<file path="src/irpd_defines.svh">
`ifndef IRPD_DEFINES_SVH
`define IRPD_DEFINES_SVH

// clock and resonator rates, in hertz
`define IRPD_CLK_HZ            125000000
`define IRPD_OSC_HZ            455000
// system clocks per resonator period, rounded to nearest
`define IRPD_OSC_DIV           ((`IRPD_CLK_HZ + (`IRPD_OSC_HZ / 2)) / `IRPD_OSC_HZ)

// carrier shape in resonator periods, pulse length in carrier periods
`define IRPD_CARRIER_OSC       12
`define IRPD_CARRIER_HIGH_OSC  4
`define IRPD_PULSE_PERIODS     6

// pulse spacing, in resonator periods and basic units
`define IRPD_BASIC_UNIT_OSC    1152
`define IRPD_REF_UNITS         3
`define IRPD_ZERO_UNITS        2
`define IRPD_ONE_UNITS         3
`define IRPD_WORD_SHORT_OSC    55296
`define IRPD_WORD_LONG_OSC     59904

// key matrix scan
`define IRPD_LINES             7
`define IRPD_SCAN_SLOT_OSC     4

// register byte offsets
`define IRPD_REG_CTRL          8'h00
`define IRPD_REG_STATUS        8'h04
`define IRPD_REG_WORDS         8'h08

// control fields and reset value
`define IRPD_CTRL_ENABLE_BIT   0
`define IRPD_CTRL_RESET        1'b1

// status fields
`define IRPD_STAT_ACTIVE_BIT   0
`define IRPD_STAT_MODE2_BIT    1
`define IRPD_STAT_TOGGLE_BIT   2
`define IRPD_STAT_HELD_BIT     3
`define IRPD_STAT_ADDR_LSB     4
`define IRPD_STAT_CMD_LSB      16

// words register fields
`define IRPD_WORDS_CNT_LSB     0
`define IRPD_WORDS_DRV_LSB     16

`endif

</file>
<file path="src/irpd_pkg.sv">
package irpd_pkg;

   // transmitter sequencing states
   typedef enum logic [1:0] {
      ST_STANDBY = 2'b00,
      ST_SCAN    = 2'b01,
      ST_SEND    = 2'b10
   } irpd_state_type;

   // classic wishbone request from the master
   typedef struct packed {
      logic        cyc;
      logic        stb;
      logic        we;
      logic [7:0]  adr;
      logic [3:0]  sel;
      logic [31:0] dat;
   } irpd_wb_req_type;

   // classic wishbone answer from the slave
   typedef struct packed {
      logic        ack;
      logic [31:0] dat;
   } irpd_wb_rsp_type;

endpackage : irpd_pkg

</file>
<file path="src/irpd_osc_tick.sv">
`timescale 1ns/1ps
`include "irpd_defines.svh"

// divides the system clock down to one pulse per resonator period
module irpd_osc_tick #(
   parameter int DIV = `IRPD_OSC_DIV
) (
   input  wire logic clk,     // system clock
   input  wire logic rst_b,   // async reset, active low
   output logic      oscTick  // one-cycle pulse per resonator period
);

   localparam int W = (DIV > 2) ? $clog2(DIV) : 1;

   logic [W-1:0] divCnt_ff;
   logic         tick_ff;
   wire          divLast = (divCnt_ff == W'(DIV - 1));

   // free-running divider; the tick is registered so it is glitch free
   always_ff @(posedge clk or negedge rst_b) begin
      if (!rst_b) begin
         divCnt_ff <= '0;
         tick_ff   <= 1'b0;
      end else begin
         divCnt_ff <= divLast ? '0 : divCnt_ff + 1'b1;
         tick_ff   <= divLast;
      end
   end

   assign oscTick = tick_ff;

endmodule : irpd_osc_tick

</file>
<file path="src/irpd_encoder.sv">
// The implementer's own choices: the placing of the registers and register access over Wishbone.
`timescale 1ns/1ps
`include "irpd_defines.svh"

module irpd_encoder #(
   parameter int OSC_DIV = `IRPD_OSC_DIV,   // system clocks per resonator period
   parameter int LINES   = `IRPD_LINES      // matrix drive and sense lines
) (
   input  wire logic                     clk,                   // 125 MHz
   input  wire logic                     rst_b,                 // async, active low
   input  wire irpd_pkg::irpd_wb_req_type wbReq,                // wishbone request
   output irpd_pkg::irpd_wb_rsp_type     wbRsp,                 // wishbone answer
   input  wire logic [LINES-1:0]         keyDriveLinesIn,       // drive pin levels
   output logic      [LINES-1:0]         keyDriveLinesOut,      // drive level, always low
   output logic      [LINES-1:0]         keyDriveLinesOe,       // high: line pulled low
   input  wire logic [LINES-1:0]         keySenseLines,         // sense pins, low on key
   input  wire logic                     addressModeStrapInput, // strap pin level
   output logic                          strapPullUpEn,         // strap pull-up on
   output logic                          strapPullDnEn,         // strap pull-down on
   output logic                          infraredCodeOutput     // modulated code, high active
);

   localparam int SCAN_LEN = LINES * `IRPD_SCAN_SLOT_OSC;
   localparam logic [11:0] GAP_REF  = 12'(`IRPD_REF_UNITS * `IRPD_BASIC_UNIT_OSC - 1);
   localparam logic [11:0] GAP_ZERO = 12'(`IRPD_ZERO_UNITS * `IRPD_BASIC_UNIT_OSC - 1);
   localparam logic [11:0] GAP_ONE  = 12'(`IRPD_ONE_UNITS * `IRPD_BASIC_UNIT_OSC - 1);
   localparam logic [11:0] GAP_MID  = 12'((`IRPD_BASIC_UNIT_OSC * 3) / 2 - 1);
   localparam logic [15:0] SCAN_AT_SHORT = 16'(`IRPD_WORD_SHORT_OSC - SCAN_LEN - 1);
   localparam logic [15:0] SCAN_AT_LONG  = 16'(`IRPD_WORD_LONG_OSC - SCAN_LEN - 1);
   localparam logic [3:0]  CAR_LAST  = 4'(`IRPD_CARRIER_OSC - 1);
   localparam logic [3:0]  CAR_HIGH  = 4'(`IRPD_CARRIER_HIGH_OSC);
   localparam logic [2:0]  PER_LAST  = 3'(`IRPD_PULSE_PERIODS - 1);
   localparam logic [1:0]  SLOT_LAST = 2'(`IRPD_SCAN_SLOT_OSC - 1);
   localparam logic [2:0]  LINE_LAST = 3'(LINES - 1);

   // double sense contacts
   // lowest sense line pulled low; lines 5 and 6 together give 7
   function automatic logic [2:0] senseIndex(input logic [LINES-1:0] low);
      logic [2:0] idx;
      idx = 3'h0;
      for (int i = LINES - 1; i >= 0; i--) begin
         if (low[i]) begin
            idx = 3'(i);
         end
      end
      if (low[5] && low[6]) begin
         idx = 3'h7;
      end
      return idx;
   endfunction : senseIndex

   // strap pattern decode
   // strap mask of lines 0..5 to {long, subsystem_address_bits}
   function automatic logic [4:0] decodeStrap(input logic [5:0] m);
      logic [4:0] code;
      code = 5'h07;
      case (m)
         6'h01: code = 5'h00;
         6'h02: code = 5'h01;
         6'h04: code = 5'h02;
         6'h08: code = 5'h03;
         6'h10: code = 5'h04;
         6'h20: code = 5'h05;
         6'h05: code = 5'h10;
         6'h09: code = 5'h18;
         6'h11: code = 5'h14;
         6'h21: code = 5'h1c;
         6'h06: code = 5'h11;
         6'h0a: code = 5'h19;
         6'h12: code = 5'h15;
         6'h22: code = 5'h1d;
         6'h0c: code = 5'h1a;
         6'h14: code = 5'h16;
         6'h24: code = 5'h1e;
         6'h18: code = 5'h17;
         6'h28: code = 5'h1f;
         default: code = 5'h07;
      endcase
      return code;
   endfunction : decodeStrap

   logic                     oscTick;
   irpd_pkg::irpd_state_type state_ff, nxtState;
   logic [2*LINES:0]         syncA_ff, syncB_ff;
   logic [2:0]               scanLine_ff, nxtScanLine;
   logic [1:0]               slot_ff, nxtSlot;
   logic                     firstScan_ff, nxtFirstScan;
   logic [LINES-1:0]         strapMask_ff, nxtStrapMask;
   logic                     scanFound_ff, nxtScanFound;
   logic [5:0]               scanCode_ff, nxtScanCode;
   logic [5:0]               lastCode_ff, nxtLastCode;
   logic                     prevValid_ff, nxtPrevValid;
   logic                     newCommandFlag_ff, nxtNewCommandFlag;
   logic [15:0]              wordCnt_ff, nxtWordCnt;
   logic [11:0]              pulseEdgeSpacing_ff, nxtPulseEdgeSpacing;
   logic                     refPhase_ff, nxtRefPhase;
   logic [10:0]              shift_ff, nxtShift;
   logic [3:0]               bitsLeft_ff, nxtBitsLeft;
   logic                     pulseOn_ff, nxtPulseOn;
   logic [3:0]               carCnt_ff, nxtCarCnt;
   logic [2:0]               perCnt_ff, nxtPerCnt;
   logic                     irOut_ff;
   logic [LINES-1:0]         drvOe_ff, nxtDrvOe;
   logic [15:0]              wordsSent_ff, nxtWordsSent;
   logic                     ctrlEnable_ff;
   logic                     ack_ff;
   logic [31:0]              rdData_ff, rdMux, statusWord;
   logic                     fire;

   irpd_osc_tick #(
      .DIV     (OSC_DIV)
   ) u_osc_tick (
      .clk     (clk),
      .rst_b   (rst_b),
      .oscTick (oscTick)
   );

   // pins from outside the clock domain pass two flops first
   always_ff @(posedge clk or negedge rst_b) begin
      if (!rst_b) begin
         syncA_ff <= '1;
         syncB_ff <= '1;
      end else begin
         syncA_ff <= {keyDriveLinesIn, keySenseLines, addressModeStrapInput};
         syncB_ff <= syncA_ff;
      end
   end

   // synchronised pin levels and matrix decoding
   wire [LINES-1:0] drvLevel  = syncB_ff[2*LINES:LINES+1];
   wire [LINES-1:0] senseLow  = ~syncB_ff[LINES:1];
   wire             strapLow  = ~syncB_ff[0];
   wire             senseAny  = |senseLow;
   wire             slotLast  = (slot_ff == SLOT_LAST);
   wire [LINES-1:0] lineOneHot = LINES'(1) << scanLine_ff;
   wire [5:0]       lineCode  = {senseIndex(senseLow), scanLine_ff};
   wire             endFound  = scanFound_ff | senseAny;
   wire [5:0]       endCode   = scanFound_ff ? scanCode_ff : lineCode;

   wire [4:0] subsystemAddressBits = decodeStrap(strapMask_ff[5:0]);
   wire       longAddr = subsystemAddressBits[4];
   wire       mode2 = strapMask_ff[6];
   // flip on a new key only
   wire       nextToggle = (!prevValid_ff || endCode != lastCode_ff) ?
                           ~newCommandFlag_ff : newCommandFlag_ff;
   wire [11:0] gapTarget = refPhase_ff ? GAP_REF : (shift_ff[10] ? GAP_ONE : GAP_ZERO);
   wire [15:0] scanAt = longAddr ? SCAN_AT_LONG : SCAN_AT_SHORT;

   // sequencer: standby, matrix scan, word transmission
   always_comb begin
      nxtState            = state_ff;
      nxtScanLine         = scanLine_ff;
      nxtSlot             = slot_ff;
      nxtFirstScan        = firstScan_ff;
      nxtStrapMask        = strapMask_ff;
      nxtScanFound        = scanFound_ff;
      nxtScanCode         = scanCode_ff;
      nxtLastCode         = lastCode_ff;
      nxtPrevValid        = prevValid_ff;
      nxtNewCommandFlag   = newCommandFlag_ff;
      nxtWordCnt          = wordCnt_ff;
      nxtPulseEdgeSpacing = pulseEdgeSpacing_ff;
      nxtRefPhase         = refPhase_ff;
      nxtShift            = shift_ff;
      nxtBitsLeft         = bitsLeft_ff;
      nxtWordsSent        = wordsSent_ff;
      fire                = 1'b0;
      case (state_ff)
         irpd_pkg::ST_STANDBY: begin
            if (oscTick && ctrlEnable_ff && senseAny) begin
               nxtState     = irpd_pkg::ST_SCAN;
               nxtFirstScan = 1'b1;
               nxtStrapMask = '0;
               nxtScanLine  = 3'h0;
               nxtSlot      = 2'h0;
               nxtScanFound = 1'b0;
            end
         end
         irpd_pkg::ST_SCAN: begin
            if (oscTick) begin
               if (slotLast) begin
                  if (firstScan_ff && strapLow) begin
                     nxtStrapMask = strapMask_ff | lineOneHot;
                  end
                  if (!scanFound_ff && senseAny) begin
                     nxtScanFound = 1'b1;
                     nxtScanCode  = lineCode;
                  end
                  if (scanLine_ff == LINE_LAST) begin
                     nxtFirstScan = 1'b0;
                     // only a key starts a word
                     if (endFound && ctrlEnable_ff) begin
                        nxtState            = irpd_pkg::ST_SEND;
                        fire                = 1'b1;
                        nxtWordCnt          = 16'h0000;
                        nxtPulseEdgeSpacing = 12'h000;
                        nxtRefPhase         = 1'b1;
                        nxtNewCommandFlag   = nextToggle;
                        nxtLastCode         = endCode;
                        nxtPrevValid        = 1'b1;
                        nxtWordsSent        = wordsSent_ff + 16'h0001;
                        // top address bit only if long
                        if (longAddr) begin
                           nxtShift    = {nextToggle, subsystemAddressBits[3:0], endCode};
                           nxtBitsLeft = 4'hb;
                        end else begin
                           nxtShift    = {nextToggle, subsystemAddressBits[2:0], endCode, 1'b0};
                           nxtBitsLeft = 4'ha;
                        end
                     end else begin
                        nxtState     = irpd_pkg::ST_STANDBY;
                        nxtPrevValid = 1'b0;
                     end
                  end else begin
                     nxtScanLine = scanLine_ff + 3'h1;
                     nxtSlot     = 2'h0;
                  end
               end else begin
                  nxtSlot = slot_ff + 2'h1;
               end
            end
         end
         irpd_pkg::ST_SEND: begin
            if (oscTick) begin
               nxtWordCnt          = wordCnt_ff + 16'h0001;
               nxtPulseEdgeSpacing = pulseEdgeSpacing_ff + 12'h001;
               if (refPhase_ff && mode2 && pulseEdgeSpacing_ff == GAP_MID) begin
                  fire = 1'b1;
               end
               if ((refPhase_ff || bitsLeft_ff != 4'h0) && pulseEdgeSpacing_ff == gapTarget) begin
                  fire                = 1'b1;
                  nxtPulseEdgeSpacing = 12'h000;
                  if (refPhase_ff) begin
                     nxtRefPhase = 1'b0;
                  end else begin
                     nxtShift    = {shift_ff[9:0], 1'b0};
                     nxtBitsLeft = bitsLeft_ff - 4'h1;
                  end
               end
               if (wordCnt_ff == scanAt) begin
                  nxtState     = irpd_pkg::ST_SCAN;
                  nxtScanLine  = 3'h0;
                  nxtSlot      = 2'h0;
                  nxtScanFound = 1'b0;
               end
            end
         end
         default: begin
            nxtState = irpd_pkg::ST_STANDBY;
         end
      endcase
   end

   always_comb begin
      nxtPulseOn = pulseOn_ff;
      nxtCarCnt  = carCnt_ff;
      nxtPerCnt  = perCnt_ff;
      if (oscTick && pulseOn_ff) begin
         if (carCnt_ff == CAR_LAST) begin
            nxtCarCnt = 4'h0;
            if (perCnt_ff == PER_LAST) begin
               nxtPulseOn = 1'b0;
            end else begin
               nxtPerCnt = perCnt_ff + 3'h1;
            end
         end else begin
            nxtCarCnt = carCnt_ff + 4'h1;
         end
      end
      if (fire) begin
         nxtPulseOn = 1'b1;
         nxtCarCnt  = 4'h0;
         nxtPerCnt  = 3'h0;
      end
   end

   always_comb begin
      if (nxtState == irpd_pkg::ST_STANDBY) begin
         nxtDrvOe = '1;
      end else if (nxtState == irpd_pkg::ST_SCAN) begin
         nxtDrvOe = LINES'(1) << nxtScanLine;
      end else begin
         nxtDrvOe = '0;
      end
   end

   // sequencer registers
   always_ff @(posedge clk or negedge rst_b) begin
      if (!rst_b) begin
         state_ff            <= irpd_pkg::ST_STANDBY;
         scanLine_ff         <= 3'h0;
         slot_ff             <= 2'h0;
         firstScan_ff        <= 1'b0;
         strapMask_ff        <= '0;
         scanFound_ff        <= 1'b0;
         scanCode_ff         <= 6'h00;
         lastCode_ff         <= 6'h00;
         prevValid_ff        <= 1'b0;
         newCommandFlag_ff   <= 1'b0;
         wordCnt_ff          <= 16'h0000;
         pulseEdgeSpacing_ff <= 12'h000;
         refPhase_ff         <= 1'b0;
         shift_ff            <= 11'h000;
         bitsLeft_ff         <= 4'h0;
         wordsSent_ff        <= 16'h0000;
      end else begin
         state_ff            <= nxtState;
         scanLine_ff         <= nxtScanLine;
         slot_ff             <= nxtSlot;
         firstScan_ff        <= nxtFirstScan;
         strapMask_ff        <= nxtStrapMask;
         scanFound_ff        <= nxtScanFound;
         scanCode_ff         <= nxtScanCode;
         lastCode_ff         <= nxtLastCode;
         prevValid_ff        <= nxtPrevValid;
         newCommandFlag_ff   <= nxtNewCommandFlag;
         wordCnt_ff          <= nxtWordCnt;
         pulseEdgeSpacing_ff <= nxtPulseEdgeSpacing;
         refPhase_ff         <= nxtRefPhase;
         shift_ff            <= nxtShift;
         bitsLeft_ff         <= nxtBitsLeft;
         wordsSent_ff        <= nxtWordsSent;
      end
   end

   // pulse and pin registers; output lags the carrier count by a cycle
   always_ff @(posedge clk or negedge rst_b) begin
      if (!rst_b) begin
         pulseOn_ff <= 1'b0;
         carCnt_ff  <= 4'h0;
         perCnt_ff  <= 3'h0;
         irOut_ff   <= 1'b0;
         drvOe_ff   <= '1;
      end else begin
         pulseOn_ff <= nxtPulseOn;
         carCnt_ff  <= nxtCarCnt;
         perCnt_ff  <= nxtPerCnt;
         // high part of each 12-period carrier
         irOut_ff   <= pulseOn_ff && (carCnt_ff < CAR_HIGH);
         drvOe_ff   <= nxtDrvOe;
      end
   end

   assign strapPullDnEn      = (state_ff == irpd_pkg::ST_STANDBY);
   assign strapPullUpEn      = (state_ff != irpd_pkg::ST_STANDBY);
   assign keyDriveLinesOe    = drvOe_ff;
   assign keyDriveLinesOut   = '0;
   assign infraredCodeOutput = irOut_ff;

   // wishbone decode; one wait state, ack drops after one cycle
   wire busReq   = wbReq.cyc && wbReq.stb && !ack_ff;
   wire busWr    = busReq && wbReq.we;
   wire selCtrl  = (wbReq.adr == `IRPD_REG_CTRL);
   wire selStat  = (wbReq.adr == `IRPD_REG_STATUS);
   wire selWords = (wbReq.adr == `IRPD_REG_WORDS);

   // status shows live sequencer state
   always_comb begin
      statusWord = 32'h0000_0000;
      statusWord[`IRPD_STAT_ACTIVE_BIT] = (state_ff != irpd_pkg::ST_STANDBY);
      statusWord[`IRPD_STAT_MODE2_BIT]  = mode2;
      statusWord[`IRPD_STAT_TOGGLE_BIT] = newCommandFlag_ff;
      statusWord[`IRPD_STAT_HELD_BIT]   = prevValid_ff;
      statusWord[`IRPD_STAT_ADDR_LSB +: 5] = subsystemAddressBits;
      statusWord[`IRPD_STAT_CMD_LSB +: 6]  = lastCode_ff;
   end

   // read select; unmapped offsets read zero
   always_comb begin
      rdMux = 32'h0000_0000;
      if (selCtrl) begin
         rdMux[`IRPD_CTRL_ENABLE_BIT] = ctrlEnable_ff;
      end else if (selStat) begin
         rdMux = statusWord;
      end else if (selWords) begin
         rdMux[`IRPD_WORDS_CNT_LSB +: 16]   = wordsSent_ff;
         rdMux[`IRPD_WORDS_DRV_LSB +: LINES] = drvLevel;
      end
   end

   // bus registers; a cleared enable lets the current word finish
   always_ff @(posedge clk or negedge rst_b) begin
      if (!rst_b) begin
         ack_ff        <= 1'b0;
         rdData_ff     <= 32'h0000_0000;
         ctrlEnable_ff <= `IRPD_CTRL_RESET;
      end else begin
         ack_ff    <= busReq;
         rdData_ff <= busReq ? rdMux : 32'h0000_0000;
         if (busWr && selCtrl && wbReq.sel[0]) begin
            ctrlEnable_ff <= wbReq.dat[`IRPD_CTRL_ENABLE_BIT];
         end
      end
   end

   // one driver for the whole answer struct
   assign wbRsp = '{ack: ack_ff, dat: rdData_ff};

endmodule : irpd_encoder

</file>
<file path="config.mk">
export PLATFORM = sky130hd
export DESIGN_NAME = irpd_encoder
export DESIGN_NICKNAME = d
export VERILOG_FILES = /design/src/irpd_pkg.sv /design/src/irpd_osc_tick.sv /design/src/irpd_encoder.sv
export VERILOG_INCLUDE_DIRS = /design/src /design/src/src
export SDC_FILE = /design/constraint.sdc
export NUM_CORES = 1
export LEC_CHECK = 0
export ABC_AREA = 1
export BUFFER_PORTS_ARGS = -buffer_cell sky130_fd_sc_hd__buf_4
export CAP_MARGIN = 20
export CORE_MARGIN = 5
export CORE_UTILIZATION = 55
export CTS_CLUSTER_SIZE = 8
export DETAILED_ROUTE_END_ITERATION = 10
export PLACE_DENSITY = 0.75
export SLEW_MARGIN = 20
export SYNTH_ARGS = -nofsm -noshare
export SYNTH_HDL_FRONTEND = slang
export SYNTH_SLANG_ARGS = --single-unit
</file>
<file path="constraint.sdc">
create_clock -name clk -period 6.1 [get_ports clk]
set_input_delay 0.61 -clock clk [delete_from_list [all_inputs] [get_ports clk]]
set_output_delay 0.61 -clock clk [all_outputs]
set_load 0.01 [all_outputs]
</file>
# --- Word level (Yosys, flattened, before mapping) ---
# Memories as Yosys holds them, arrays and structs flattened.
# Index checks and enable logic that the tools add are counted.
word_totals:
  reg_bits: 180
  romBits: 320
  in_bits: 64
  elab_cells: 235
  n_memories: 1
classes:
  addsub: 9
  magnitude_cmp: 1
  n_eq_ne: 27
  shifts: 2
  mux: 117
  bitwise_logic: 5
  reduce_logical: 45
memory_table:
  columns: ["name", "depth", "width", "read_ports", "rd_clocked_by_memory_dff", "write_ports", "line_no", "text"]
  rows:
  - ["(name not given)", 64, 5, 1, 0, 0, "irpd_encoder.sv:57", "case (m)"]
ops:
  columns: ["cell", "count"]
  rows:
  - ["$mux 11", 9]
  - ["$mux 16", 5]
  - ["$mux 12", 6]
  - ["$mux 3", 18]
  - ["$mux 23", 2]
  - ["$mux 7", 6]
  - ["$mux 4", 10]
  - ["$add 16x1->16 const B", 2]
  - ["$mux 32", 1]
  - ["$pmux 16 s2", 1]
  - ["$mux 1", 30]
  - ["$mux 2", 13]
  - ["$pmux 12 s2", 1]
  - ["$mux 22", 1]
  - ["$pmux 11 s2", 1]
  - ["$ne 2x2->1 const B", 9]
  - ["$eq 16x16->1", 1]
  - ["$logic_and 1x1->1", 16]
  - ["$reduce_and 5->1", 3]
  - ["$mux 14", 1]
  - ["$pmux 7 s2", 1]
  - ["$reduce_and 7->1", 2]
  - ["$shl 1x3->7 const A", 2]
  - ["$add 12x1->12 const B", 1]
  - ["42 further kinds", 64]

# --- Depth between registers and ports, before layout ---
# Gate-level depths: netlist of run 1.
depth:
  ltp_word: 18
  mapped_depth: 18

# --- Modules after synthesis ---
# A second synthesis of run 1 with hierarchy kept.
hier_totals:
  hier_cells: 1000
  hier_area_um2: 8684.6
modules_own_cells:
  columns: ["module", "instances", "cells_per_inst", "area_each_um2", "seq_area_each_um2"]
  rows:
  - ["irpd_encoder", 1, 936, 8139.1, 4076.4]
  - ["irpd_osc_tick", 1, 64, 545.5, 250.2]

# --- Least setup slack after synthesis of run 1 ---
# Ideal clock, no wire load.
synth_path:
  path_type: "reg-to-reg"
  start: "register scanLine_ff[0]"
  end: "register wordsSent_ff[14]"
  setup_time_ps: 121
  arrival_ps: 1939
  required_ps: 5979
  path_slack_ps: 4039
  stages_incl_launch_ff: 17
  path_buffers: 0
  path_cell_list: "dfrtp_1 inv_1 ha_1 nand2_2 clkinv_2 nand2_2 nor2_2 nand2_1 clkinv_1 nand3_4 nor2_8 nand3_4 nor2_4 nand3_2 nor2_2 nand2_1 xor2_1"
synth_between:
  elab_chain_cells: 2
synth_rtl:
  columns: ["item", "line_no", "text"]
  rows:
  - ["start: declaration", "irpd_encoder.sv:85", "logic [2:0] scanLine_ff, nxtScanLine;"]
  - ["start signal: assignment", "irpd_encoder.sv:308", "scanLine_ff <= nxtScanLine;"]
  - ["$eq 3x3->1", "irpd_encoder.sv:189", "if (scanLine_ff == LINE_LAST) begin"]
  - ["$reduce_and 5->1 (no source line)", null, null]
  - ["end signal: assignment", "irpd_encoder.sv:322", "wordsSent_ff <= nxtWordsSent;"]
  - ["end: declaration", "irpd_encoder.sv:104", "logic [15:0] wordsSent_ff, nxtWordsSent;"]
# Every way passes these cells.
# A chain may end at the register's enable or synchronous reset.

# --- Final worst setup path of run 1 ---
layout_path:
  start: "register state_ff[0]"
  end: "register shift_ff[0]"
layout_between:
  elab_chain_cells: 3
  word_cells_on_any_way: 12
  classes_between: "eq/ne: 9; mux: 1; reduce/logical: 2"
layout_rtl:
  columns: ["item", "line_no", "text"]
  rows:
  - ["start: declaration", "irpd_encoder.sv:83", "irpd_pkg::irpd_state_type state_ff, nxtState;"]
  - ["start signal: assignment", "irpd_encoder.sv:290", "state_ff <= irpd_pkg::ST_STANDBY;"]
  - ["start signal: assignment", "irpd_encoder.sv:307", "state_ff <= nxtState;"]
  - ["$eq 2x2->1 or $eq 2x1->1 (tied branches)", "irpd_encoder.sv:168", "case (state_ff)"]
  - ["$ne 2x2->1 (no source line), or another cell as far along", null, null]
  - ["$reduce_and 8->1 (no source line)", null, null]
  - ["end signal: assignment", "irpd_encoder.sv:320", "shift_ff <= nxtShift;"]
  - ["end: declaration", "irpd_encoder.sv:97", "logic [10:0] shift_ff, nxtShift;"]
# Several ways; a longest one is shown, not always the timed one.

==> report_table.html, run 1 <==
<table>
<tr><th>Metric</th><th>Value</th></tr>
<tr><th colspan="2">Power</th></tr>
<tr><td>Clock group share of total power</td><td>0.454</td></tr>
<tr><td>Cell internal power dissipation</td><td>1710 µW</td></tr>
<tr><td>Switching power total</td><td>512 µW</td></tr>
<tr><td>Power per standard cell area</td><td>234 nW/µm²</td></tr>
<tr><td>IR drop worst, VDD</td><td>203 µV</td></tr>
<tr><td>Reported leakage power</td><td>0.00447 µW</td></tr>
<tr><td>Switching portion of total power</td><td>0.230</td></tr>
<tr><td>Combinational fraction of design power</td><td>0.026</td></tr>
<tr><td>Register share of total power</td><td>0.521</td></tr>
<tr><th colspan="2">Floorplan</th></tr>
<tr><td>Die span in y</td><td>133 µm</td></tr>
<tr><td>Area inside the core boundary</td><td>15000 µm²</td></tr>
<tr><td>Die X-Extent</td><td>133 µm</td></tr>
<tr><td>Initial cell density of the core</td><td>0.556</td></tr>
<tr><td>Overall die area</td><td>17800 µm²</td></tr>
<tr><td>Number of top-level pins</td><td>114</td></tr>
<tr><td>Number of placement rows</td><td>45</td></tr>
<tr><th colspan="2">Routing</th></tr>
<tr><td>Post-DRT Antenna Nets</td><td>0</td></tr>
<tr><td>Number of detailed-route iterations in the first pass</td><td>5</td></tr>
<tr><td>Final routed wire length divided by cell count</td><td>13.5 µm</td></tr>
<tr><td>Via density per instance</td><td>5.29</td></tr>
<tr><td>Vias</td><td>6459</td></tr>
<tr><td>Drc violations</td><td>0</td></tr>
<tr><td>Initial drt markers</td><td>361</td></tr>
<tr><td>Total wirelength of the detailed-routed design</td><td>16500 µm</td></tr>
<tr><th colspan="2">Global route</th></tr>
<tr><td>Vias in the first global route</td><td>6226</td></tr>
<tr><td>Gr usage total</td><td>0.195</td></tr>
<tr><td>Maximum number of pins on one net before global-route repair</td><td>115</td></tr>
<tr><td>First-pass GRT wire length</td><td>28600 µm</td></tr>
<tr><td>Antenna violations before repair</td><td>0</td></tr>
<tr><td>GRT Residual Overflow</td><td>0</td></tr>
<tr><th colspan="2">Logic synthesis</th></tr>
<tr><td>Dominant cells by area after synthesis</td><td>sky130_fd_sc_hd__dfrtp_1, sky130_fd_sc_hd__dfstp_2, sky130_fd_sc_hd__nand2_1</td></tr>
<tr><td>Cell type with the largest total area after synthesis</td><td>sky130_fd_sc_hd__dfrtp_1</td></tr>
<tr><td>Sequential-to-total area share from yosys stat</td><td>0.517</td></tr>
<tr><td>Number of enable flip-flop cells after synthesis</td><td>0</td></tr>
<tr><td>Combined area of all synthesized cells</td><td>8360 µm²</td></tr>
<tr><td>Number of instances in the synthesized netlist</td><td>957</td></tr>
<tr><td>Per-instance average area after synthesis</td><td>8.74 µm²</td></tr>
<tr><td>Fraction of registers with async set/reset</td><td>1.00</td></tr>
<tr><td>Synth cell types</td><td>51</td></tr>
<tr><td>Area share of the leading cell type in the synthesized netlist</td><td>0.398</td></tr>
<tr><td>Yosys warning total</td><td>0</td></tr>
<tr><td>Synth Flop Type</td><td>sky130_fd_sc_hd__dfrtp_1</td></tr>
<tr><td>#FFs+latches synth</td><td>171</td></tr>
<tr><th colspan="2">STA</th></tr>
<tr><td>Unrepaired setup endpoints after global routing</td><td>no</td></tr>
<tr><td>Share of the cycle needed by the critical path after routing</td><td>0.582</td></tr>
<tr><td>Max-slew violation count</td><td>0</td></tr>
<tr><td>Time the final worst path needs with I/O delays and setup</td><td>3.55 ns</td></tr>
<tr><td>Maximum clock rate</td><td>0.282 GHz</td></tr>
<tr><td>Final Hold Vio Count</td><td>0</td></tr>
<tr><td>Sum of negative setup slack</td><td>0 ns</td></tr>
<tr><td>Tightest slew margin relative to the limit</td><td>0.354</td></tr>
<tr><td>Final setup violation count</td><td>0</td></tr>
<tr><td>Clock Skew</td><td>0.0102 ns</td></tr>
<tr><td>Measured slew at the worst slew-check pin</td><td>0.960 ns</td></tr>
<tr><td>Worst setup margin</td><td>2.55 ns</td></tr>
<tr><th colspan="2">Cells and area</th></tr>
<tr><td>Layout Area Growth over Synthesis</td><td>13.4%</td></tr>
<tr><td>Diode insertion count for antenna repair</td><td>0</td></tr>
<tr><td>Final-stage net count</td><td>1108</td></tr>
<tr><td>Fill cells</td><td>1239</td></tr>
<tr><td>Ratio of cells with drive above 1 in the final layout</td><td>0.156</td></tr>
<tr><td>Sequential cell area</td><td>4330 µm²</td></tr>
<tr><td>Multi-input gate area</td><td>3410 µm²</td></tr>
<tr><th colspan="2">Critical path</th></tr>
<tr><td>Launch point of the worst reg-to-reg path</td><td>state_ff[0]</td></tr>
<tr><td>Startpoint class of the critical path</td><td>flop</td></tr>
<tr><td>Worst reg2reg path depth</td><td>8</td></tr>
<tr><td>Critical Path Source</td><td>state_ff[0]</td></tr>
<tr><td>Flop2flop setup slack</td><td>2.55 ns</td></tr>
<tr><td>Setup Crit Path Kind</td><td>reg -&gt; reg</td></tr>
<tr><td>CP Data Arrival Time</td><td>3.87 ns</td></tr>
<tr><td>Kind of capture point of the worst setup path</td><td>flop</td></tr>
<tr><td>Data required time of the worst path</td><td>6.43 ns</td></tr>
<tr><td>Largest fanout on the critical path</td><td>21</td></tr>
<tr><td>R2R Path End</td><td>shift_ff[0]</td></tr>
<tr><th colspan="2">Place</th></tr>
<tr><td>Last weighted congestion value of the routability-driven placer</td><td>0.920</td></tr>
<tr><td>Buffers added on ports</td><td>63</td></tr>
<tr><td>Pre-CTS worst setup slack</td><td>2.63 ns</td></tr>
<tr><td>Detailed-placement wirelength estimate</td><td>11700 µm</td></tr>
<tr><th colspan="2">Clock tree</th></tr>
<tr><td>Post_cts resized</td><td>0</td></tr>
<tr><td>Clock slew at the register clock pins of the worst setup and hold paths</td><td>0.07 ns</td></tr>
<tr><td>Cell at the root of the clock tree</td><td>sky130_fd_sc_hd__clkbuf_16</td></tr>
<tr><td>Cts bufs inserted</td><td>17</td></tr>
<tr><td>Maximum clock insertion buffer count</td><td>2</td></tr>
<tr><td>Clk_lat worst skew</td><td>0.43 ns</td></tr>
<tr><td>Clock tree from TritonCTS</td><td>yes</td></tr>
<tr><td>Total of hold buffers inserted after clock tree synthesis</td><td>0</td></tr>
<tr><td>Clock H-tree levels</td><td>4</td></tr>
<tr><td>Clock sink count</td><td>171</td></tr>
<tr><td>Number of buffers inserted by post-CTS setup repair</td><td>0</td></tr>
<tr><th colspan="2">Outcome</th></tr>
<tr><td>Result of the run</td><td>finished, final reports clean</td></tr>
<tr><th colspan="2">Hold path</th></tr>
<tr><td>Hold worst-path end</td><td>syncA_ff[11]</td></tr>
<tr><td>Origin of the worst min-delay path</td><td>keyDriveLinesIn[3]</td></tr>
<tr><td>Class of the most critical hold timing path</td><td>in -&gt; reg</td></tr>
<tr><td>Number of cells on the worst hold path</td><td>1</td></tr>
<tr><th colspan="2">Run</th></tr>
<tr><td>Count of maximum capacitance violations</td><td>0</td></tr>
</table>
Yosys cell counts (all sizes together) (2+ instances only):
cell type,n
nand4,22
dfrtp,133
a211oi,8
nor3b,6
nand3b,2
nor4,11
nand3,58
inv,118
mux2i,2
xnor2,11
o221ai,7
xor2,19
a31oi,2
o21ai,55
nor3,26
clkinv,4
o21a,3
nand2,219
buf,27
clkbuf,8
a21boi,4
a21oi,50
dfstp,38
o211ai,3
nor2,83
ha,23
o31ai,7
worst max-delay path by stage:
stage	end	slack [ns]
2_1_floorplan	wordsSent_ff[14]	4.04
3_3_place_gp	shift_ff[0]	2.70
3_5_place_dp	shift_ff[10]	2.63
4_1_cts	shift_ff[0]	2.55
5_1_grt	shift_ff[0]	2.15
6_report	shift_ff[0]	2.55
registers in the layout, summed over array words and instances, names as in the netlist, 6 cells and up:
name / cells
wordsSent_ff: 16
scanCode_ff: 6
pulseEdgeSpacing_ff: 12
rdData_ff: 23
lastCode_ff: 6
syncB_ff: 15
wordCnt_ff: 16
keyDriveLinesOe: 7
strapMask_ff: 7
shift_ff: 11
syncA_ff: 15
u_osc_tick.divCnt_ff: 9
through the flow:
stage / total power, µW / cell area (µm²) / hold slack, ns / instances / util
after floorplan: 1200 / 8420 / 0.314 / 972 / -
after global placement: 1230 / 8930 / 0.345 / 1190 / 0.594
after detailed placement: 1240 / 8930 / 0.347 / 1190 / 0.594
after CTS: 2250 / 9480 / 0.262 / 1222 / 0.631
after global routing: 2300 / 9480 / 0.259 / 1222 / 0.631
final: 2220 / 9480 / 0.278 / 1222 / 0.631
placed cells by master (no fill, tap or decap), types with 3 or more instances in the layout:
cell	netlist	final
sky130_fd_sc_hd__a211oi_1	8	8
sky130_fd_sc_hd__a21boi_0	4	4
sky130_fd_sc_hd__o221ai_1	7	7
sky130_fd_sc_hd__xnor2_1	11	11
sky130_fd_sc_hd__dfrtp_1	133	133
sky130_fd_sc_hd__o21a_1	3	3
sky130_fd_sc_hd__clkinvlp_4	0	5
sky130_fd_sc_hd__o21ai_0	53	53
sky130_fd_sc_hd__nor2_2	5	5
sky130_fd_sc_hd__clkinv_1	3	3
sky130_fd_sc_hd__nor3b_1	6	6
sky130_fd_sc_hd__o31ai_1	7	7
sky130_fd_sc_hd__nand3_1	54	54
sky130_fd_sc_hd__ha_1	23	23
sky130_fd_sc_hd__inv_6	0	3
sky130_fd_sc_hd__dfstp_2	38	38
sky130_fd_sc_hd__nand4_1	22	22
sky130_fd_sc_hd__nor4_1	10	10
sky130_fd_sc_hd__xor2_1	19	19
sky130_fd_sc_hd__o211ai_1	3	3
sky130_fd_sc_hd__buf_4	19	64
sky130_fd_sc_hd__clkbuf_16	0	17
sky130_fd_sc_hd__conb_1	1	16
sky130_fd_sc_hd__a21oi_1	49	49
sky130_fd_sc_hd__inv_1	115	115
sky130_fd_sc_hd__nand2_1	213	213
sky130_fd_sc_hd__nor2_1	75	75
sky130_fd_sc_hd__nor3_1	24	24
sky130_fd_sc_hd__inv_2	3	3
sky130_fd_sc_hd__nand2_2	5	5
kinds of logic after synthesis:
family                   Yosys count  share of synthesized area
XOR/XNOR                          30                     0.0314
buffers and inverters            157                     0.0810
flip-flops                       171                      0.517
AND/OR/NAND/NOR                  428                      0.232
other                              1                   0.000448
multiplexers                       3                    0.00374
AO/OA/AOI/OAI                    144                     0.0994
adder cells (fa/ha/maj)           23                     0.0344
routing by layer:
layer	wire [µm]	track usage
met1	7530	0.260
met2	7920	0.316
met3	681	0.0423
met4	340	0.0731
met5	0	0
power groups by stage:
stage / clock network, µW / logic (µW) / registers [µW]
floorplan: 0 / 24.9 / 1180
CTS: 1030 / 58.5 / 1160
global placement: 0 / 57.5 / 1180
finish: 1010 / 56.8 / 1160
detailed placement: 0 / 58.4 / 1180
global route: 1080 / 66.2 / 1160
worst max-delay path: stages, from the launching register on:
cell	delay, ns
sky130_fd_sc_hd__dfrtp_1	0.41
sky130_fd_sc_hd__inv_1	0.14
sky130_fd_sc_hd__ha_1	0.67
sky130_fd_sc_hd__nor2_1	0.17
sky130_fd_sc_hd__nor2_2	0.69
sky130_fd_sc_hd__nand2_2	0.26
sky130_fd_sc_hd__a21oi_2	0.53
sky130_fd_sc_hd__inv_2	0.27
sky130_fd_sc_hd__o31ai_1	0.30
final cells by class:
cell class                      count  area share
Sequential cell                   171       0.456
Multi-Input combinational cell    644       0.360
Timing Repair Buffer               65      0.0521
Inverter                          122      0.0484
Clock buffer                       19      0.0467
Tap cell                          188      0.0248
Clock inverter                     13      0.0115
Power figures use the tool's default switching activity.
==> inputs of run 2 (changes only) <==
- ABC_AREA: 1 -> 0
- clock period: 6.1 -> 3.3 ns (I/O delays scaled with it)
==> report_table.html, run 2 <==
<table>
<tr><th>Metric</th><th>Value</th></tr>
<tr><th colspan="2">Power</th></tr>
<tr><td>Combinational fraction of design power</td><td>0.029 (+0.003)</td></tr>
<tr><td>Post-layout power</td><td>4180 µW (+88%)</td></tr>
<tr><td>Switching power total</td><td>1000 µW (+95%)</td></tr>
<tr><td>Clock group share of total power</td><td>0.459 (+0.005)</td></tr>
<tr><td>Register share of total power</td><td>0.512 (-0.009)</td></tr>
<tr><td>Reported leakage power</td><td>0.00443 µW (-0.86%)</td></tr>
<tr><td>Power per standard cell area</td><td>435 nW/µm² (+86%)</td></tr>
<tr><td>Cell internal power dissipation</td><td>3180 µW (+86%)</td></tr>
<tr><td>Switching portion of total power</td><td>0.239 (+0.00890)</td></tr>
<tr><td>IR drop worst, VDD</td><td>413 µV (+100%)</td></tr>
<tr><th colspan="2">Floorplan</th></tr>
<tr><td>Initial cell density of the core</td><td>0.563 (+0.00724)</td></tr>
<tr><td>Area inside the core boundary</td><td>14600 µm² (-3.0%)</td></tr>
<tr><td>Number of top-level pins</td><td>114 (unchanged)</td></tr>
<tr><td>Die X-Extent</td><td>132 µm (-0.78%)</td></tr>
<tr><td>Overall die area</td><td>17500 µm² (-1.6%)</td></tr>
<tr><td>Die span in y</td><td>132 µm (-0.78%)</td></tr>
<tr><td>Number of placement rows</td><td>44 (-2.2%)</td></tr>
<tr><th colspan="2">Logic synthesis</th></tr>
<tr><td>Yosys warning total</td><td>0 (unchanged)</td></tr>
<tr><td>Cell type with the largest total area after synthesis</td><td>sky130_fd_sc_hd__dfrtp_1</td></tr>
<tr><td>Synth cell types</td><td>68 (+33%)</td></tr>
<tr><td>Sequential-to-total area share from yosys stat</td><td>0.526 (+0.00890)</td></tr>
<tr><td>Synth Flop Type</td><td>sky130_fd_sc_hd__dfrtp_1</td></tr>
<tr><td>Fraction of registers with async set/reset</td><td>1.00 (unchanged)</td></tr>
<tr><td>Most frequent cells after synthesis</td><td>sky130_fd_sc_hd__dfrtp_1, sky130_fd_sc_hd__nor2_1, sky130_fd_sc_hd__nand2_1</td></tr>
<tr><td>Number of enable flip-flop cells after synthesis</td><td>0 (unchanged)</td></tr>
<tr><td>Per-instance average area after synthesis</td><td>10.3 µm² (+17%)</td></tr>
<tr><td>#FFs+latches synth</td><td>171 (unchanged)</td></tr>
<tr><td>Combined area of all synthesized cells</td><td>8220 µm² (-1.7%)</td></tr>
<tr><td>Area share of the leading cell type in the synthesized netlist</td><td>0.405 (+0.00685)</td></tr>
<tr><td>Number of instances in the synthesized netlist</td><td>801 (-16%)</td></tr>
<tr><td>Dominant cells by area after synthesis</td><td>sky130_fd_sc_hd__dfrtp_1, sky130_fd_sc_hd__dfstp_2, sky130_fd_sc_hd__ha_1</td></tr>
<tr><td>Cell with the most instances after synthesis</td><td>sky130_fd_sc_hd__dfrtp_1</td></tr>
<tr><th colspan="2">Global route</th></tr>
<tr><td>GRT Residual Overflow</td><td>0 (unchanged)</td></tr>
<tr><td>Gr busiest metal</td><td>met2</td></tr>
<tr><td>Vias in the first global route</td><td>6046 (-2.9%)</td></tr>
<tr><td>Antenna violations before repair</td><td>0 (unchanged)</td></tr>
<tr><td>First-pass GRT wire length</td><td>28800 µm (+0.63%)</td></tr>
<tr><td>Gr usage total</td><td>0.200 (+0.00549)</td></tr>
<tr><td>GRT met3 Usage</td><td>0.0427 (+0.000452)</td></tr>
<tr><td>Maximum number of pins on one net before global-route repair</td><td>103 (-10%)</td></tr>
<tr><td>Met2 Resource Use GR</td><td>0.340 (+0.0245)</td></tr>
<tr><td>Met1 Usage GRT</td><td>0.250 (-0.00947)</td></tr>
<tr><th colspan="2">Cells and area</th></tr>
<tr><td>Ratio of cells with drive above 1 in the final layout</td><td>0.196 (+0.0398)</td></tr>
<tr><td>Layout Area Growth over Synthesis</td><td>17.0%</td></tr>
<tr><td>Final-stage net count</td><td>974 (-12%)</td></tr>
<tr><td>Final design utilization</td><td>0.659 (+0.0283)</td></tr>
<tr><td>Largest register by flop count</td><td>rdData_ff</td></tr>
<tr><td>Most common library cell in the layout ignoring fill and taps</td><td>sky130_fd_sc_hd__dfrtp_1</td></tr>
<tr><td>Leading registers by flop count</td><td>rdData_ff (23), wordCnt_ff (16), wordsSent_ff (16)</td></tr>
<tr><td>Diode insertion count for antenna repair</td><td>0 (unchanged)</td></tr>
<tr><td>Fin cells</td><td>1084 (-11%)</td></tr>
<tr><td>Top library cells by usage in the layout, fill and taps aside</td><td>sky130_fd_sc_hd__dfrtp_1, sky130_fd_sc_hd__buf_4, sky130_fd_sc_hd__nor2_1</td></tr>
<tr><td>Largest register FFs</td><td>23 (unchanged)</td></tr>
<tr><th colspan="2">Critical path</th></tr>
<tr><td>Worst reg2reg path depth</td><td>8 (unchanged)</td></tr>
<tr><td>Data required time of the worst path</td><td>3.61 ns (-2.82 ns)</td></tr>
<tr><td>Largest fanout on the critical path</td><td>20 (-4.8%)</td></tr>
<tr><td>Kind of capture point of the worst setup path</td><td>flop</td></tr>
<tr><td>Startpoint class of the critical path</td><td>flop</td></tr>
<tr><td>Launch point of the worst reg-to-reg path</td><td>scanLine_ff[0]</td></tr>
<tr><td>Flop2flop setup slack</td><td>0.49 ns (-2.06 ns)</td></tr>
<tr><td>CP Data Arrival Time</td><td>3.12 ns (-0.75 ns)</td></tr>
<tr><td>R2R Path End</td><td>refPhase_ff</td></tr>
<tr><td>Setup Crit Path Kind</td><td>reg -&gt; reg</td></tr>
<tr><th colspan="2">Clock tree</th></tr>
<tr><td>Clock H-tree levels</td><td>4 (unchanged)</td></tr>
<tr><td>Clk_lat worst skew</td><td>0.44 ns (about the same)</td></tr>
<tr><td>Post_cts resized</td><td>0 (unchanged)</td></tr>
<tr><td>Clock tree from TritonCTS</td><td>yes</td></tr>
<tr><td>Cell at the root of the clock tree</td><td>sky130_fd_sc_hd__clkbuf_16</td></tr>
<tr><td>Maximum clock insertion buffer count</td><td>2 (unchanged)</td></tr>
<tr><td>Clock sink count</td><td>171 (unchanged)</td></tr>
<tr><td>Clock slew at the register clock pins of the worst setup and hold paths</td><td>0.07 ns (about the same)</td></tr>
<tr><td>Number of buffers inserted by post-CTS setup repair</td><td>0 (unchanged)</td></tr>
<tr><td>Cts bufs inserted</td><td>17 (unchanged)</td></tr>
<tr><th colspan="2">STA</th></tr>
<tr><td>Final Hold Vio Count</td><td>0 (unchanged)</td></tr>
<tr><td>Time the final worst path needs with I/O delays and setup</td><td>2.81 ns (-0.736 ns)</td></tr>
<tr><td>Clock Skew</td><td>0.00771 ns (-0.00246 ns)</td></tr>
<tr><td>Unrepaired setup endpoints after global routing</td><td>no</td></tr>
<tr><td>Measured slew at the worst slew-check pin</td><td>0.932 ns (-0.0288 ns)</td></tr>
<tr><td>Max-slew violation count</td><td>0 (unchanged)</td></tr>
<tr><td>Tightest slew margin relative to the limit</td><td>0.373 (+0.0194)</td></tr>
<tr><td>Sum of negative setup slack</td><td>0 ns (unchanged)</td></tr>
<tr><td>Maximum clock rate</td><td>0.356 GHz (+26%)</td></tr>
<tr><td>Share of the cycle needed by the critical path after routing</td><td>0.852 (+0.270)</td></tr>
<tr><td>Final setup violation count</td><td>0 (unchanged)</td></tr>
<tr><th colspan="2">Routing</th></tr>
<tr><td>Number of detailed-route iterations in the first pass</td><td>5 (unchanged)</td></tr>
<tr><td>Via density per instance</td><td>5.78 (+9.4%)</td></tr>
<tr><td>Post-DRT Antenna Nets</td><td>0 (unchanged)</td></tr>
<tr><td>Drc violations</td><td>0 (unchanged)</td></tr>
<tr><td>Initial drt markers</td><td>521 (+44%)</td></tr>
<tr><td>Vias</td><td>6268 (-3.0%)</td></tr>
<tr><td>Total wirelength of the detailed-routed design</td><td>17300 µm (+5.0%)</td></tr>
<tr><td>Final routed wire length divided by cell count</td><td>16.0 µm (+18%)</td></tr>
<tr><th colspan="2">Place</th></tr>
<tr><td>Cell count after placement</td><td>1037 (-13%)</td></tr>
<tr><td>Detailed-placement wirelength estimate</td><td>12100 µm (+3.8%)</td></tr>
<tr><td>Buffers added on ports</td><td>63 (unchanged)</td></tr>
<tr><td>Last weighted congestion value of the routability-driven placer</td><td>0.840 (-8.7%)</td></tr>
<tr><th colspan="2">Run</th></tr>
<tr><td>Count of maximum capacitance violations</td><td>0 (unchanged)</td></tr>
<tr><th colspan="2">Hold path</th></tr>
<tr><td>Class of the most critical hold timing path</td><td>in -&gt; async</td></tr>
<tr><th colspan="2">Outcome</th></tr>
<tr><td>Result of the run</td><td>finished, final reports clean</td></tr>
</table>
[run 2: power by group through the flow]
stage / Combinational, µW / Clock [µW] / Sequential [µW]
global placement: 107 / 0 / 2180
global route: 140 / 2050 / 2140
detailed placement: 111 / 0 / 2180
floorplan: 45.7 / 0 / 2180
finish: 123 / 1920 / 2140
CTS: 125 / 1960 / 2140
[run 2: worst max-delay path by stage]
stage	startpoint	to	slack, ns	cells past startpoint
floorplan	strapMask_ff[1]	keyDriveLinesOe[5]	0.95	9
finish	scanLine_ff[0]	refPhase_ff	0.49	8
global route	scanLine_ff[0]	refPhase_ff	0.25	8
detailed placement	scanLine_ff[0]	refPhase_ff	0.57	8
global placement	scanLine_ff[0]	refPhase_ff	0.68	8
CTS	scanLine_ff[0]	refPhase_ff	0.52	8
[run 2: kinds of logic after synthesis]
family | after synthesis | synth area share
and+or+nand+nor | 289 | 0.181
AOI/OAI and AO/OA | 174 | 0.135
DFF | 171 | 0.526
buffers and inverters | 74 | 0.0434
xor gates and xnor gates | 45 | 0.0479
muxes | 24 | 0.0306
adders and majority gates | 23 | 0.0350
other | 1 | 0.000456
[run 2: worst max-delay path, cell delays in order (launching register included)]
cell and delay (ns):
sky130_fd_sc_hd__dfrtp_1 0.45, sky130_fd_sc_hd__inv_1 0.14, sky130_fd_sc_hd__ha_1 0.24, sky130_fd_sc_hd__and3_1 0.26, sky130_fd_sc_hd__o311a_1 0.30, sky130_fd_sc_hd__mux2i_1 0.17, sky130_fd_sc_hd__nand2b_1 0.51, sky130_fd_sc_hd__o41ai_1 0.51
sky130_fd_sc_hd__nand2b_1 0.10
[run 2: stage by stage]
| step | hold WS (ns) | worst slack [ns] | instance area [µm²] |
|---|---|---|---|
| 3_3_place_gp | 0.345 | 0.676 | 8890 |
| 2_1_floorplan | 0.0344 | 0.954 | 8280 |
| 3_5_place_dp | 0.347 | 0.574 | 8890 |
| 4_1_cts | 0.0436 | 0.524 | 9610 |
| 5_1_grt | 0.0977 | 0.246 | 9610 |
| 6_report | 0.000912 | 0.488 | 9610 |
[run 2: repair_timing]
action | 4_1_cts | 5_1_grt
endpoints found under the hold margin | 15 | 0
setup endpoints to repair | 0 | 0
hold buffers | 15 | 0
[run 2: cell type report]
type,instances,area [µm²]
sequential,171,4330
clock buffer,17,425
fill,1074,4970
timing repair buffer,96,774
clock inverter,15,151
tap,184,230
inverter,30,113
multi-input combinational,571,3590
[run 2: layer usage]
metal  up-vias  share of wire
met5         -              0
met4         0          0.028
met1      3064           0.41
met2       183           0.52
li1       2974              -
met3        47          0.045
==> inputs of run 3 (changes only) <==
- CORE_ASPECT_RATIO: not set -> 0.8
==> report_table.html, run 3 (synthesis gave the netlist of run 2 again) <==
<table>
<tr><th>Metric</th><th>Value</th></tr>
<tr><th colspan="2">Outcome</th></tr>
<tr><td>Result of the run</td><td>finished, final reports clean</td></tr>
<tr><th colspan="2">Global route</th></tr>
<tr><td>GRT met3 Usage</td><td>0.0567 (+0.0139)</td></tr>
<tr><td>Vias in the first global route</td><td>6270 (+3.7%)</td></tr>
<tr><td>Gr busiest metal</td><td>met2</td></tr>
<tr><td>Gr usage total</td><td>0.211 (+0.0108)</td></tr>
<tr><td>Antenna violations before repair</td><td>0 (unchanged)</td></tr>
<tr><td>Met1 Usage GRT</td><td>0.276 (+0.0255)</td></tr>
<tr><td>First-pass GRT wire length</td><td>30300 µm (+5.3%)</td></tr>
<tr><td>Met2 Resource Use GR</td><td>0.345 (+0.00507)</td></tr>
<tr><td>Maximum number of pins on one net before global-route repair</td><td>83 (-19%)</td></tr>
<tr><td>GRT Residual Overflow</td><td>0 (unchanged)</td></tr>
<tr><th colspan="2">Cells and area</th></tr>
<tr><td>Fill cells</td><td>1155 (+7.5%)</td></tr>
<tr><td>Final-stage net count</td><td>975 (+0.10%)</td></tr>
<tr><td>Largest register FFs</td><td>23 (unchanged)</td></tr>
<tr><td>Most common library cell in the layout ignoring fill and taps</td><td>sky130_fd_sc_hd__dfrtp_1</td></tr>
<tr><td>Top library cells by usage in the layout, fill and taps aside</td><td>sky130_fd_sc_hd__dfrtp_1, sky130_fd_sc_hd__buf_4, sky130_fd_sc_hd__nor2_1</td></tr>
<tr><td>Leading registers by flop count</td><td>rdData_ff (23), wordCnt_ff (16), wordsSent_ff (16)</td></tr>
<tr><td>Fin cells</td><td>1090 (+0.55%)</td></tr>
<tr><td>Ratio of cells with drive above 1 in the final layout</td><td>0.195 (-0.000217)</td></tr>
<tr><td>Layout Area Growth over Synthesis</td><td>17.4%</td></tr>
<tr><td>Largest register by flop count</td><td>rdData_ff</td></tr>
<tr><td>Diode insertion count for antenna repair</td><td>0 (unchanged)</td></tr>
<tr><th colspan="2">Routing</th></tr>
<tr><td>Post-DRT Antenna Nets</td><td>0 (unchanged)</td></tr>
<tr><td>Initial drt markers</td><td>445 (-15%)</td></tr>
<tr><td>Total wirelength of the detailed-routed design</td><td>17900 µm (+3.7%)</td></tr>
<tr><td>Number of detailed-route iterations in the first pass</td><td>7 (+2)</td></tr>
<tr><td>Via density per instance</td><td>5.75 (-0.58%)</td></tr>
<tr><td>Drc violations</td><td>0 (unchanged)</td></tr>
<tr><td>Final routed wire length divided by cell count</td><td>16.5 µm (+3.1%)</td></tr>
<tr><td>Vias</td><td>6266 (-0.032%)</td></tr>
<tr><th colspan="2">Clock tree</th></tr>
<tr><td>Maximum clock insertion buffer count</td><td>2 (unchanged)</td></tr>
<tr><td>Clock tree from TritonCTS</td><td>yes</td></tr>
<tr><td>Cts bufs inserted</td><td>17 (unchanged)</td></tr>
<tr><td>Clock slew at the register clock pins of the worst setup and hold paths</td><td>0.07 ns (about the same)</td></tr>
<tr><td>Clk_lat worst skew</td><td>0.43 ns (about the same)</td></tr>
<tr><td>Clock sink count</td><td>171 (unchanged)</td></tr>
<tr><td>Clock H-tree levels</td><td>4 (unchanged)</td></tr>
<tr><td>Cell at the root of the clock tree</td><td>sky130_fd_sc_hd__clkbuf_16</td></tr>
<tr><th colspan="2">Place</th></tr>
<tr><td>Last weighted congestion value of the routability-driven placer</td><td>0.895 (+6.5%)</td></tr>
<tr><td>Cell count after placement</td><td>1042 (+0.48%)</td></tr>
<tr><td>Detailed-placement wirelength estimate</td><td>12300 µm (+1.8%)</td></tr>
<tr><td>Buffers added on ports</td><td>63 (unchanged)</td></tr>
<tr><th colspan="2">Floorplan</th></tr>
<tr><td>Number of top-level pins</td><td>114 (unchanged)</td></tr>
<tr><td>Number of placement rows</td><td>40 (-9.1%)</td></tr>
<tr><td>Overall die area</td><td>17500 µm² (about the same)</td></tr>
<tr><td>Initial cell density of the core</td><td>0.553 (-0.0104)</td></tr>
<tr><td>Area inside the core boundary</td><td>14900 µm² (+1.9%)</td></tr>
<tr><td>Die span in y</td><td>119 µm (-9.8%)</td></tr>
<tr><td>Die X-Extent</td><td>147 µm (+11%)</td></tr>
<tr><th colspan="2">Hold path</th></tr>
<tr><td>Class of the most critical hold timing path</td><td>in -&gt; reg</td></tr>
<tr><th colspan="2">STA</th></tr>
<tr><td>Measured slew at the worst slew-check pin</td><td>0.962 ns (+0.0305 ns)</td></tr>
<tr><td>Sum of negative setup slack</td><td>0 ns (unchanged)</td></tr>
<tr><td>Final Hold Vio Count</td><td>0 (unchanged)</td></tr>
<tr><td>Tightest slew margin relative to the limit</td><td>0.352 (-0.0214)</td></tr>
<tr><td>Final setup violation count</td><td>0 (unchanged)</td></tr>
<tr><td>Unrepaired setup endpoints after global routing</td><td>no</td></tr>
<tr><td>Maximum clock rate</td><td>0.356 GHz (+0.19%)</td></tr>
<tr><td>Share of the cycle needed by the critical path after routing</td><td>0.850 (-0.00160)</td></tr>
<tr><td>Time the final worst path needs with I/O delays and setup</td><td>2.81 ns (-0.00527 ns)</td></tr>
<tr><td>Max-slew violation count</td><td>0 (unchanged)</td></tr>
<tr><td>Clock Skew</td><td>0.0122 ns (+0.00450 ns)</td></tr>
<tr><th colspan="2">Run</th></tr>
<tr><td>Count of maximum capacitance violations</td><td>0 (unchanged)</td></tr>
<tr><th colspan="2">Critical path</th></tr>
<tr><td>CP peak stage delay</td><td>0.43 ns (-0.08 ns)</td></tr>
<tr><td>Setup Crit Path Kind</td><td>reg -&gt; reg</td></tr>
<tr><td>Worst-path cell with the longest stage delay</td><td>sky130_fd_sc_hd__o31ai_2</td></tr>
<tr><td>Data required time of the worst path</td><td>3.63 ns (+0.02 ns)</td></tr>
<tr><td>Kind of capture point of the worst setup path</td><td>flop</td></tr>
<tr><td>Startpoint class of the critical path</td><td>flop</td></tr>
<tr><td>Largest fanout on the critical path</td><td>6 (-70%)</td></tr>
<tr><td>Worst-path cell chain</td><td>inv_1 &gt; ha_1 &gt; and4bb_2 &gt; o21ai_2 &gt; a311oi_2 &gt; o31ai_2 &gt; a32oi_1 &gt; or2_1 &gt; o31ai_1</td></tr>
<tr><td>CP Data Arrival Time</td><td>3.13 ns (about the same)</td></tr>
<tr><th colspan="2">Power</th></tr>
<tr><td>Reported leakage power</td><td>0.00445 µW (+0.33%)</td></tr>
<tr><td>IR drop worst, VDD</td><td>439 µV (+6.3%)</td></tr>
<tr><td>Power per standard cell area</td><td>445 nW/µm² (+2.2%)</td></tr>
</table>
run 3: changes by cell type in the layout (fill, tap and decap cells not counted), sizes merged:
cell         previous run  this run
clkinvlp                2         3
bufinv                  0         2
dlygate4sd3            15        16
clkinv                  6         4
clkbuf                 17        18
inv                    37        35
run 3: final cells by class:
| cell class | instances | area (µm²) | share of cell area |
|---|---|---|---|
| clock buffer | 18 | 439 | 0.0455 |
| clock inverter | 14 | 161 | 0.0167 |
| inverter | 30 | 113 | 0.0117 |
| multi-input combinational | 571 | 3590 | 0.372 |
| sequential | 171 | 4330 | 0.448 |
| tap | 189 | 236 | 0.0245 |
| timing repair buffer | 97 | 785 | 0.0813 |
run 3: worst paths after layout:
check	slack [ns]	from	cells after the start	to
worst max-delay path	0.49	strapMask_ff[0]	9	keyDriveLinesOe[4]
worst min-delay path	0.15	wbReq[0]	2	ctrlEnable_ff
worst max register to register	0.49	strapMask_ff[0]	9	keyDriveLinesOe[4]
worst min register to register	0.36	syncA_ff[0]	0	syncB_ff[0]
max in group asynchronous	1.97	rst_b	3	syncB_ff[14]
min in group asynchronous	0.41	rst_b	2	u_osc_tick.divCnt_ff[3]
run 3: power by group:
group	internal [µW]	switching, µW	leakage (µW)	total (µW)
clock network	1150	876	0.000287	2030
logic	48.7	75.6	0.00192	124
registers	2130	10.7	0.00224	2140
run 3: critical path: cells and delay by family (launching register included):
family,cells,cell delay [ns]
flops,1,0.41
simple gates,2,0.55
fa+ha+maj,1,0.35
compound gates,5,1.31
buf+inv,1,0.08
run 3: layer usage:
layer / share of wire / wire length (µm) / up-vias
met4: 0.013 / 242 / 0
met2: 0.50 / 8910 / 191
met3: 0.055 / 985 / 23
met1: 0.43 / 7800 / 3072
li1: - / - / 2980
met5: 0 / 0 / -
run 3: through the flow:
| step | setup WS [ns] | power (µW) | area (µm²) | utilization | hold slack, ns |
|---|---|---|---|---|---|
| detailed placement | 0.560 | 2290 | 8890 | 0.598 | 0.313 |
| global placement | 0.667 | 2290 | 8890 | 0.598 | 0.309 |
| finish | 0.493 | 4290 | 9650 | 0.649 | 0.145 |
| CTS | 0.529 | 4320 | 9650 | 0.649 | 0.131 |
| floorplan | 0.954 | 2220 | 8280 | - | 0.0344 |
| global route | 0.291 | 4430 | 9650 | 0.649 | 0.134 |
run 3: what timing repair did:
item	CTS	global route
gates resized for setup	0	0
hold endpoints to repair	66	0
setup buffers	0	0
hold buffers	16	0
